[src/hdl/tac_regs.vh]
// Purpose: Shared constants for the touch converter configuration block
// Assumes: Word-wide register port, 20 MHz system clock
// Notes: Offsets, field positions, reset values and timing counts live here
`ifndef TAC_REGS_VH
`define TAC_REGS_VH

// Register addresses on the word port
`define TAC_CFG0_ADDR 4'hc
`define TAC_CFG1_ADDR 4'hd

// Reset values
`define TAC_CFG0_RESET 16'h0000
`define TAC_CFG1_RESET 16'h0000

// Main configuration register fields
`define TAC_LSM_BIT 0
`define TAC_WTD_BIT 1

// Batch delay configuration register fields
`define TAC_BTD_LSB 0
`define TAC_BTD_MSB 2
`define TAC_CFG1_RSVD_LSB 3
`define TAC_CFG1_RSVD_MSB 15

// Clock and timing
`define TAC_CLK_PERIOD_NS 50
`define TAC_LONG_SAMPLE_NS 500
// Least time, so round up to whole cycles
`define TAC_LONG_SAMPLE_CYC ((`TAC_LONG_SAMPLE_NS + `TAC_CLK_PERIOD_NS - 1) / `TAC_CLK_PERIOD_NS)
// Normal sampling phase length in cycles
`define TAC_NORMAL_SAMPLE_CYC 8
// One batch delay unit: 1 ms, which gives 1000 sample sets per second
`define TAC_BATCH_UNIT_US 1000
`define TAC_BATCH_UNIT_CYC ((`TAC_BATCH_UNIT_US * 1000) / `TAC_CLK_PERIOD_NS)

`endif

[src/hdl/tac_batch_timer.v]
// Purpose: Batch time-delay pacing of automatically triggered sample-set scans
// Assumes: Scan start and set-done pulses come from the sequencer on sys_clk
// Notes: Delay length is selector times one unit; a zero selector adds no delay
`include "tac_regs.vh"
`default_nettype none

module tac_batch_timer #(
  parameter CNT_W = 20,
  parameter [31:0] BATCH_UNIT_CYC = `TAC_BATCH_UNIT_CYC
) (
  // Clock and reset
  input wire sys_clk,
  input wire rst,
  // Control
  input wire [2:0] batchDelaySel,
  input wire scanStart,
  input wire setDone,
  input wire penTouch,
  // Status
  output wire nextSetStart,
  output wire batchWaiting
);

  localparam [1:0] ST_IDLE = 2'b00;
  localparam [1:0] ST_RUN = 2'b01;
  localparam [1:0] ST_HOLD = 2'b10;

  reg [1:0] state_reg;
  reg [CNT_W-1:0] delayCnt_reg;
  reg nextSet_reg;
  reg waiting_reg;
  wire [31:0] periodFull;
  wire [CNT_W-1:0] periodCyc;
  wire expired;

  // Zero selector gives zero period, so while the pen is down each set follows the last back to back
  assign periodFull = {29'h0, batchDelaySel} * BATCH_UNIT_CYC;
  assign periodCyc = periodFull[CNT_W-1:0];
  assign expired = (delayCnt_reg == {CNT_W{1'b0}});

  // Delay counter and scan pacing state machine
  always @(posedge sys_clk) begin
    if (rst) begin
      state_reg <= ST_IDLE;
      delayCnt_reg <= {CNT_W{1'b0}};
      nextSet_reg <= 1'b0;
      waiting_reg <= 1'b0;
    end else begin
      nextSet_reg <= 1'b0;
      if (!expired) begin
        delayCnt_reg <= delayCnt_reg - {{(CNT_W-1){1'b0}}, 1'b1};
      end
      case (state_reg)
        ST_IDLE: begin
          // Delay starts with the touch that launches the scan
          if (scanStart) begin
            delayCnt_reg <= periodCyc;
            state_reg <= ST_RUN;
          end
        end
        ST_RUN: begin
          if (setDone) begin
            if (expired) begin
              // Accrual time beat the delay: go on at once
              if (penTouch) begin
                nextSet_reg <= 1'b1;
                delayCnt_reg <= periodCyc;
              end else begin
                state_reg <= ST_IDLE;
              end
            end else begin
              state_reg <= ST_HOLD;
              waiting_reg <= 1'b1;
            end
          end
        end
        ST_HOLD: begin
          // Touch is judged only at the moment the delay runs out
          if (expired) begin
            waiting_reg <= 1'b0;
            if (penTouch) begin
              nextSet_reg <= 1'b1;
              delayCnt_reg <= periodCyc;
              state_reg <= ST_RUN;
            end else begin
              state_reg <= ST_IDLE;
            end
          end
        end
        default: begin
          state_reg <= ST_IDLE;
          waiting_reg <= 1'b0;
        end
      endcase
    end
  end

  assign nextSetStart = nextSet_reg;
  assign batchWaiting = waiting_reg;

endmodule

`default_nettype wire

[src/hdl/tac_config_regs.v]
// Purpose: Configuration registers and their control effects for a touch converter
// Assumes: Serial bus front end decodes words onto the register port on sys_clk
// Notes: Pen touch level arrives from the analog side and is synchronised here
// Notes: Reserved bits of the batch register have no flops and read as zero
`include "tac_regs.vh"
`default_nettype none

module tac_config_regs #(
  parameter CNT_W = 20,
  parameter [31:0] BATCH_UNIT_CYC = `TAC_BATCH_UNIT_CYC,
  parameter [7:0] NORMAL_SAMPLE_CYC = `TAC_NORMAL_SAMPLE_CYC
) (
  // Clock and reset
  input wire sys_clk,
  input wire rst,
  // Register port
  input wire regWrEn,
  input wire regRdEn,
  input wire [3:0] regAddr,
  input wire [15:0] regWrData,
  output wire [15:0] regRdData,
  output wire regRdValid,
  // Sequencer handshake
  input wire hostWait,
  input wire dataAvailIn,
  input wire sampleStart,
  input wire scanStart,
  input wire setDone,
  output wire sampleActive,
  output wire nextSetStart,
  output wire batchWaiting,
  // Analog side and pins
  input wire penTouchRaw,
  output wire touchSenseEn,
  output wire penIrqDataAvail
);

  // Header values are plain integers; cut them to the widths that carry them
  localparam integer LONG_SAMPLE_INT = `TAC_LONG_SAMPLE_CYC;
  localparam [7:0] LONG_SAMPLE_CYC = LONG_SAMPLE_INT[7:0];
  localparam [15:0] CFG1_RESET_WORD = `TAC_CFG1_RESET;
  localparam [2:0] BTD_RESET = CFG1_RESET_WORD[`TAC_BTD_MSB:`TAC_BTD_LSB];
  // Long phase length is fixed by parameters, so it costs no adder at run time
  localparam [7:0] LONG_PHASE_CYC = NORMAL_SAMPLE_CYC + LONG_SAMPLE_CYC;

  // Configuration storage
  // Only the selector of the batch register has flops; reserved bits keep none
  reg [15:0] cfg0_reg;
  reg [2:0] batchDelaySel_reg;
  // Read path
  reg [15:0] rdData_reg;
  reg [15:0] rdData_next;
  reg rdValid_reg;
  // Pen touch synchroniser
  reg penSync1_reg;
  reg penSync2_reg;
  // Sampling phase
  reg [7:0] sampleCnt_reg;
  reg [7:0] sampleLen_next;
  reg sampleActive_reg;
  // Pin side flops and the irq pin's next value
  reg touchSense_reg;
  reg penIrq_reg;
  reg penIrq_next;

  wire longSampleEn;
  wire waitTouchDetectEn;
  wire waitActive;
  wire cfg0Hit;
  wire cfg1Hit;
  wire cfg0Wr;
  wire cfg1Wr;
  wire [15:0] cfg1Word;

  // Field taps and address decode
  assign longSampleEn = cfg0_reg[`TAC_LSM_BIT];
  assign waitTouchDetectEn = cfg0_reg[`TAC_WTD_BIT];
  assign cfg0Hit = (regAddr == `TAC_CFG0_ADDR);
  assign cfg1Hit = (regAddr == `TAC_CFG1_ADDR);

  // Write strobes qualified by address, so a read never disturbs a register
  assign cfg0Wr = regWrEn & cfg0Hit;
  assign cfg1Wr = regWrEn & cfg1Hit;

  // Background detection window: enabled and the device is waiting for the host
  assign waitActive = waitTouchDetectEn & hostWait;

  // Batch register as a read sees it; upper bits tied low
  assign cfg1Word = {13'h0000, batchDelaySel_reg};

  // Register writes; main register bits not handled here are still stored for readback
  always @(posedge sys_clk) begin
    if (rst) begin
      cfg0_reg <= `TAC_CFG0_RESET;
      batchDelaySel_reg <= BTD_RESET;
    end else begin
      if (cfg0Wr) begin
        cfg0_reg <= regWrData;
      end
      if (cfg1Wr) begin
        // Reserved bits are dropped, so a careless write cannot disturb them
        batchDelaySel_reg <= regWrData[`TAC_BTD_MSB:`TAC_BTD_LSB];
      end
    end
  end

  // Read mux; unmapped addresses answer zero
  always @* begin
    rdData_next = 16'h0000;
    if (cfg0Hit) begin
      rdData_next = cfg0_reg;
    end else if (cfg1Hit) begin
      // Upper bits held at zero keeps read-modify-write safe
      rdData_next = cfg1Word;
    end
  end

  // Read data is held until the next read
  // Valid is registered beside the data so both land on the same edge
  always @(posedge sys_clk) begin
    if (rst) begin
      rdData_reg <= 16'h0000;
      rdValid_reg <= 1'b0;
    end else begin
      rdValid_reg <= regRdEn;
      if (regRdEn) begin
        rdData_reg <= rdData_next;
      end
    end
  end

  // Two-flop synchroniser for the analog touch comparator
  // Only the second flop is read anywhere, so a metastable first stage never spreads
  always @(posedge sys_clk) begin
    if (rst) begin
      penSync1_reg <= 1'b0;
      penSync2_reg <= 1'b0;
    end else begin
      penSync1_reg <= penTouchRaw;
      penSync2_reg <= penSync1_reg;
    end
  end

  // Sampling length picked once per conversion, at its start
  // Limitation: a change of the long-sampling bit mid-phase counts from the next start
  always @* begin
    sampleLen_next = NORMAL_SAMPLE_CYC;
    if (longSampleEn) begin
      sampleLen_next = LONG_PHASE_CYC;
    end
  end

  // Sampling phase counter; a start mid-phase restarts the phase
  // The count reloads on every start, so a retriggered phase is never cut short
  always @(posedge sys_clk) begin
    if (rst) begin
      sampleCnt_reg <= 8'h00;
      sampleActive_reg <= 1'b0;
    end else if (sampleStart) begin
      sampleCnt_reg <= sampleLen_next - 8'h01;
      sampleActive_reg <= 1'b1;
    end else if (sampleCnt_reg != 8'h00) begin
      sampleCnt_reg <= sampleCnt_reg - 8'h01;
    end else begin
      sampleActive_reg <= 1'b0;
    end
  end

  // Pen irq pin: no-touch shows high during the host wait when enabled,
  // which lets the host poll instead of sending a doomed convert
  always @* begin
    penIrq_next = dataAvailIn;
    if (waitActive) begin
      penIrq_next = ~penSync2_reg;
    end
  end

  // Background sensing runs only while waiting for the host
  always @(posedge sys_clk) begin
    if (rst) begin
      touchSense_reg <= 1'b0;
      penIrq_reg <= 1'b0;
    end else begin
      touchSense_reg <= waitActive;
      penIrq_reg <= penIrq_next;
    end
  end

  // Batch delay pacing of automatic sample-set scans
  // Timer judges the synchronised touch, the same level the pin reports
  tac_batch_timer #(
    .CNT_W(CNT_W),
    .BATCH_UNIT_CYC(BATCH_UNIT_CYC)
  ) batchTimer (
    .sys_clk(sys_clk),
    .rst(rst),
    .batchDelaySel(batchDelaySel_reg),
    .scanStart(scanStart),
    .setDone(setDone),
    .penTouch(penSync2_reg),
    .nextSetStart(nextSetStart),
    .batchWaiting(batchWaiting)
  );

  assign regRdData = rdData_reg;
  assign regRdValid = rdValid_reg;
  assign sampleActive = sampleActive_reg;
  assign touchSenseEn = touchSense_reg;
  assign penIrqDataAvail = penIrq_reg;

endmodule

`default_nettype wire

[config.mk]
export PLATFORM = sky130hd
export DESIGN_NAME = tac_config_regs
export DESIGN_NICKNAME = d
export VERILOG_FILES = /design/src/hdl/tac_batch_timer.v /design/src/hdl/tac_config_regs.v
export VERILOG_INCLUDE_DIRS = /design/src /design/src/hdl
export SDC_FILE = /design/constraint.sdc
export NUM_CORES = 1
export LEC_CHECK = 0
export BUFFER_PORTS_ARGS = -buffer_cell sky130_fd_sc_hd__buf_2
export CORE_UTILIZATION = 41
export DETAILED_ROUTE_END_ITERATION = 6
export PLACE_DENSITY = 0.69
export SYNTH_ARGS = -nofsm -noshare
export SYNTH_HDL_FRONTEND = slang
export SYNTH_HIERARCHICAL = 1
export SYNTH_SLANG_ARGS = --single-unit
export TNS_END_PERCENT = 30
[constraint.sdc]
create_clock -name sys_clk -period 3.02 [get_ports sys_clk]
set_input_delay 0.604 -clock sys_clk [delete_from_list [all_inputs] [get_ports sys_clk]]
set_output_delay 0.604 -clock sys_clk [all_outputs]
set_load 0.02 [all_outputs]
==> results.md <==
* Clk network pwr share at 0.276
* Logic pwr share at 0.369
* Initial core utilization at 0.4258
* Internal cell power at 2119 µW
* Overflow after GRT at 0
* RR Endpoint: batchTimer/delayCnt_reg[13]
* HPWL after detailed placement at 5402 µm
* Post-route DRC at 0
* Placement Rows at 33
* Leading area contributor after synthesis: dfxtp_1
* Final setup viols at 0
* Vias in the first global route at 2,848
* Hold Buf Count CTS at 0
* RSZ-0062 raised after global routing: no
* Die area at 0.008949 mm²
* Max stage delay on crit path at 0.67 ns
* Crit path max-delay cell type: or4_1
* Ratio of cells with drive above 1 in the final layout at 0.1959
* Antenna violations before repair at 0
* CTS resizes at 0
* Critical Path RT at 3.24 ns
* Clk_lat worst skew at 0.35 ns
* P_sw at 1219 µW
* Final ANT Viol Nets at 0
* First-pass GRT wire length at 13,070 µm
* Sequential cell area fraction in the yosys report at 0.4157
* Worst-path clk slew at 0.08 ns
* Max Fclk at 380.4 MHz
* CTS tree: built
* Tmin final at 2.629 ns
* # nets final at 483
* DR WL/cell at 14.25 µm
* Async S/R FF share, synth at 0
* Commonest non-fill, non-tap cell in the layout: dfxtp_1
* Gr usage total at 0.1868
* Sum of negative setup slack at 0 ns
* Switch share at 0.3651
* Max-slew violation count at 0
* Synth unique cells at 57
* Largest net degree at the start of global routing at 51
* CTS Buffer Depth at 2
* Max-slew headroom at 0.4644
* Crit path DAT at 2.85 ns
* Top delay family on crit path: simple AND/OR/NAND/NOR gates
* Synth area leaders: dfxtp_1 42%, a21oi_1 4.7%, nor2_1 4.5%
* Cell area after synthesis at 0.003516 mm²
* Via count at 3,072
* Number of flops mapped to enable cells by yosys at 0
* Outcome: finished, final reports clean
* Crit path launch type: flip-flop
* Core Util, Final at 0.4945
* P_leak at 0.001646 µW
* Die H at 94.60 µm
* Synthesized flop and latch total at 73
* Worst path bufs/invs at 1
* Peak supply drop at 0.0002868 V
* 1st-pass router iterations at 5
* Max reg flops at 20
* Nature of the critical path endpoint: flip-flop
* WHS Path Cells at 1
* Yosys warning total at 6
* Tot Pwr at 3338 µW
* Initial DRC Count at 135
* Hold Crit Start: penSync1_reg
* Placer Congestion at 0.8463
* Worst-margin pin slew at 0.7961 ns
* R2R Path Start: batchTimer/delayCnt_reg[4]
* Syn Area/Cell at 8.901 µm²
* Die width at 94.60 µm
* Post-synth top flop: dfxtp_1
* Crit-path cells: or4_1 -> nor4_4 -> nand3_1 -> a21oi_1 -> buf_4 -> o22ai_1
* PortBufs at 51
* Hold crit path type: flip-flop to flip-flop
* Core box area at 0.008258 mm²
* Num CTS Buffers at 9
* Critical Path Fanout Max at 10
* Diodes inserted at 0
* Pwr Density at 817.3 mW/mm²
* Setup bufs post-CTS at 0
* Worst Reg2Reg Path Length in Cells at 6
* H-tree Lvls at 3
* Top cell type's share of synthesized area at 0.4157
* Critical path class: flip-flop to flip-flop
* Vias/cell at 5.596
* Design area at 0.004084 mm²
* Most frequent cells in the layout: 73 x dfxtp_1, 51 x buf_2, 42 x nor2_1, 33 x a21oi_1, 28 x nand3_1
* Layout area overhead at 16.16%
* Hold endpoint: penSync2_reg
* Final worst path period share at 0.8704
* Final hold violation count at 0
* Synth Instances at 395
* Syn_nets at 439
* CTS root buffer: clkbuf_8
* Max Cap Violations at 0
* Flop-to-flop setup slack at 0.39 ns
* I/O Pins at 52
* CTS sink cnt at 73
* Register share of total power at 0.355
* Drt total wl at 7823 µm
* Area after DPL at 0.003841 mm²
* Clock skew at 0.006576 ns
-- synth_stat cells (4+ instances only) --
| library cell | count |
|---|---|
| nand3_1 | 28 |
| nor2b_1 | 8 |
| nand2b_1 | 4 |
| buf_2 | 4 |
| inv_1 | 11 |
| nor2_1 | 42 |
| dfxtp_1 | 73 |
| xnor2_1 | 9 |
| mux2i_1 | 6 |
| buf_1 | 4 |
| nand2_1 | 16 |
| o21ai_0 | 25 |
| or3_1 | 7 |
| clkbuf_1 | 14 |
| a21oi_1 | 33 |
| a32oi_1 | 13 |
| ha_1 | 11 |
| xor2_1 | 7 |
| nor4_1 | 7 |
| o22ai_1 | 7 |
| nor3_1 | 9 |
-- per-layer routing --
metal	vias up	track usage	wire length, µm
met1	1435	0.2419	3636
met4	0	0.08586	154
met3	15	0.05797	427
li1	1529	-	-
met2	93	0.2830	3604
met5	-	0	0
-- how the worst max path moves through the flow --
| stage | start | end | slack [ns] | depth (start not counted) |
|---|---|---|---|---|
| 6_report | batchTimer/delayCnt_reg[4] | batchTimer/delayCnt_reg[13] | 0.39 | 6 |
| 2_1_floorplan | batchTimer/delayCnt_reg[11] | batchTimer/state_reg[0] | 0.73 | 7 |
| 4_1_cts | batchTimer/delayCnt_reg[4] | batchTimer/delayCnt_reg[13] | 0.44 | 6 |
| 3_5_place_dp | batchTimer/delayCnt_reg[4] | batchTimer/delayCnt_reg[13] | 0.42 | 6 |
| 3_3_place_gp | batchTimer/delayCnt_reg[4] | batchTimer/delayCnt_reg[14] | 0.49 | 6 |
| 5_1_grt | batchTimer/delayCnt_reg[4] | batchTimer/delayCnt_reg[13] | 0.19 | 6 |
-- final cells by class --
| cell class | instances | area (µm²) |
|---|---|---|
| Fill cell | 790 | 4174 |
| Multi-Input combinational cell | 287 | 1911 |
| Sequential cell | 73 | 1461 |
| Timing Repair Buffer | 56 | 292.8 |
| Tap cell | 105 | 131.4 |
| Clock buffer | 9 | 123.9 |
| Clock inverter | 7 | 118.9 |
| Inverter | 12 | 45.04 |
-- worst register-to-register path, delay by kind of cell, from the launching register on --
| kind | cells | cell delay, ns |
|---|---|---|
| AND/OR/NAND/NOR | 3 | 1.29 |
| AO/OA/AOI/OAI | 2 | 0.61 |
| buffers and inverters | 1 | 0.26 |
| flip-flops | 1 | 0.35 |
-- through the flow --
step	cells	setup slack (ns)	hold WS [ns]
floorplan	395	0.7257	0.4138
global placement	533	0.4928	0.4284
detailed placement	533	0.4249	0.4298
CTS	549	0.4365	0.4481
global route	549	0.1884	0.4779
finish	549	0.3913	0.4405
-- cells by family after synthesis --
kind of cell / Yosys count / share of synthesized area
AND/OR/NAND/NOR: 139 / 0.2093
multiplexers: 10 / 0.03096
XOR/XNOR: 16 / 0.03986
buffers and inverters: 35 / 0.04092
AO/OA/AOI/OAI: 108 / 0.2071
adder cells (fa/ha/maj): 14 / 0.05623
flip-flops: 73 / 0.4157
-- power by group through the flow --
stage	registers [µW]	clock network (µW)	logic, µW
floorplan	1190	0	983
global placement	1200	0	1200
detailed placement	1210	0	1210
CTS	1180	950	1220
global route	1210	997	1350
finish	1190	921	1230
No activity file was read; power rests on OpenSTA's default activity.
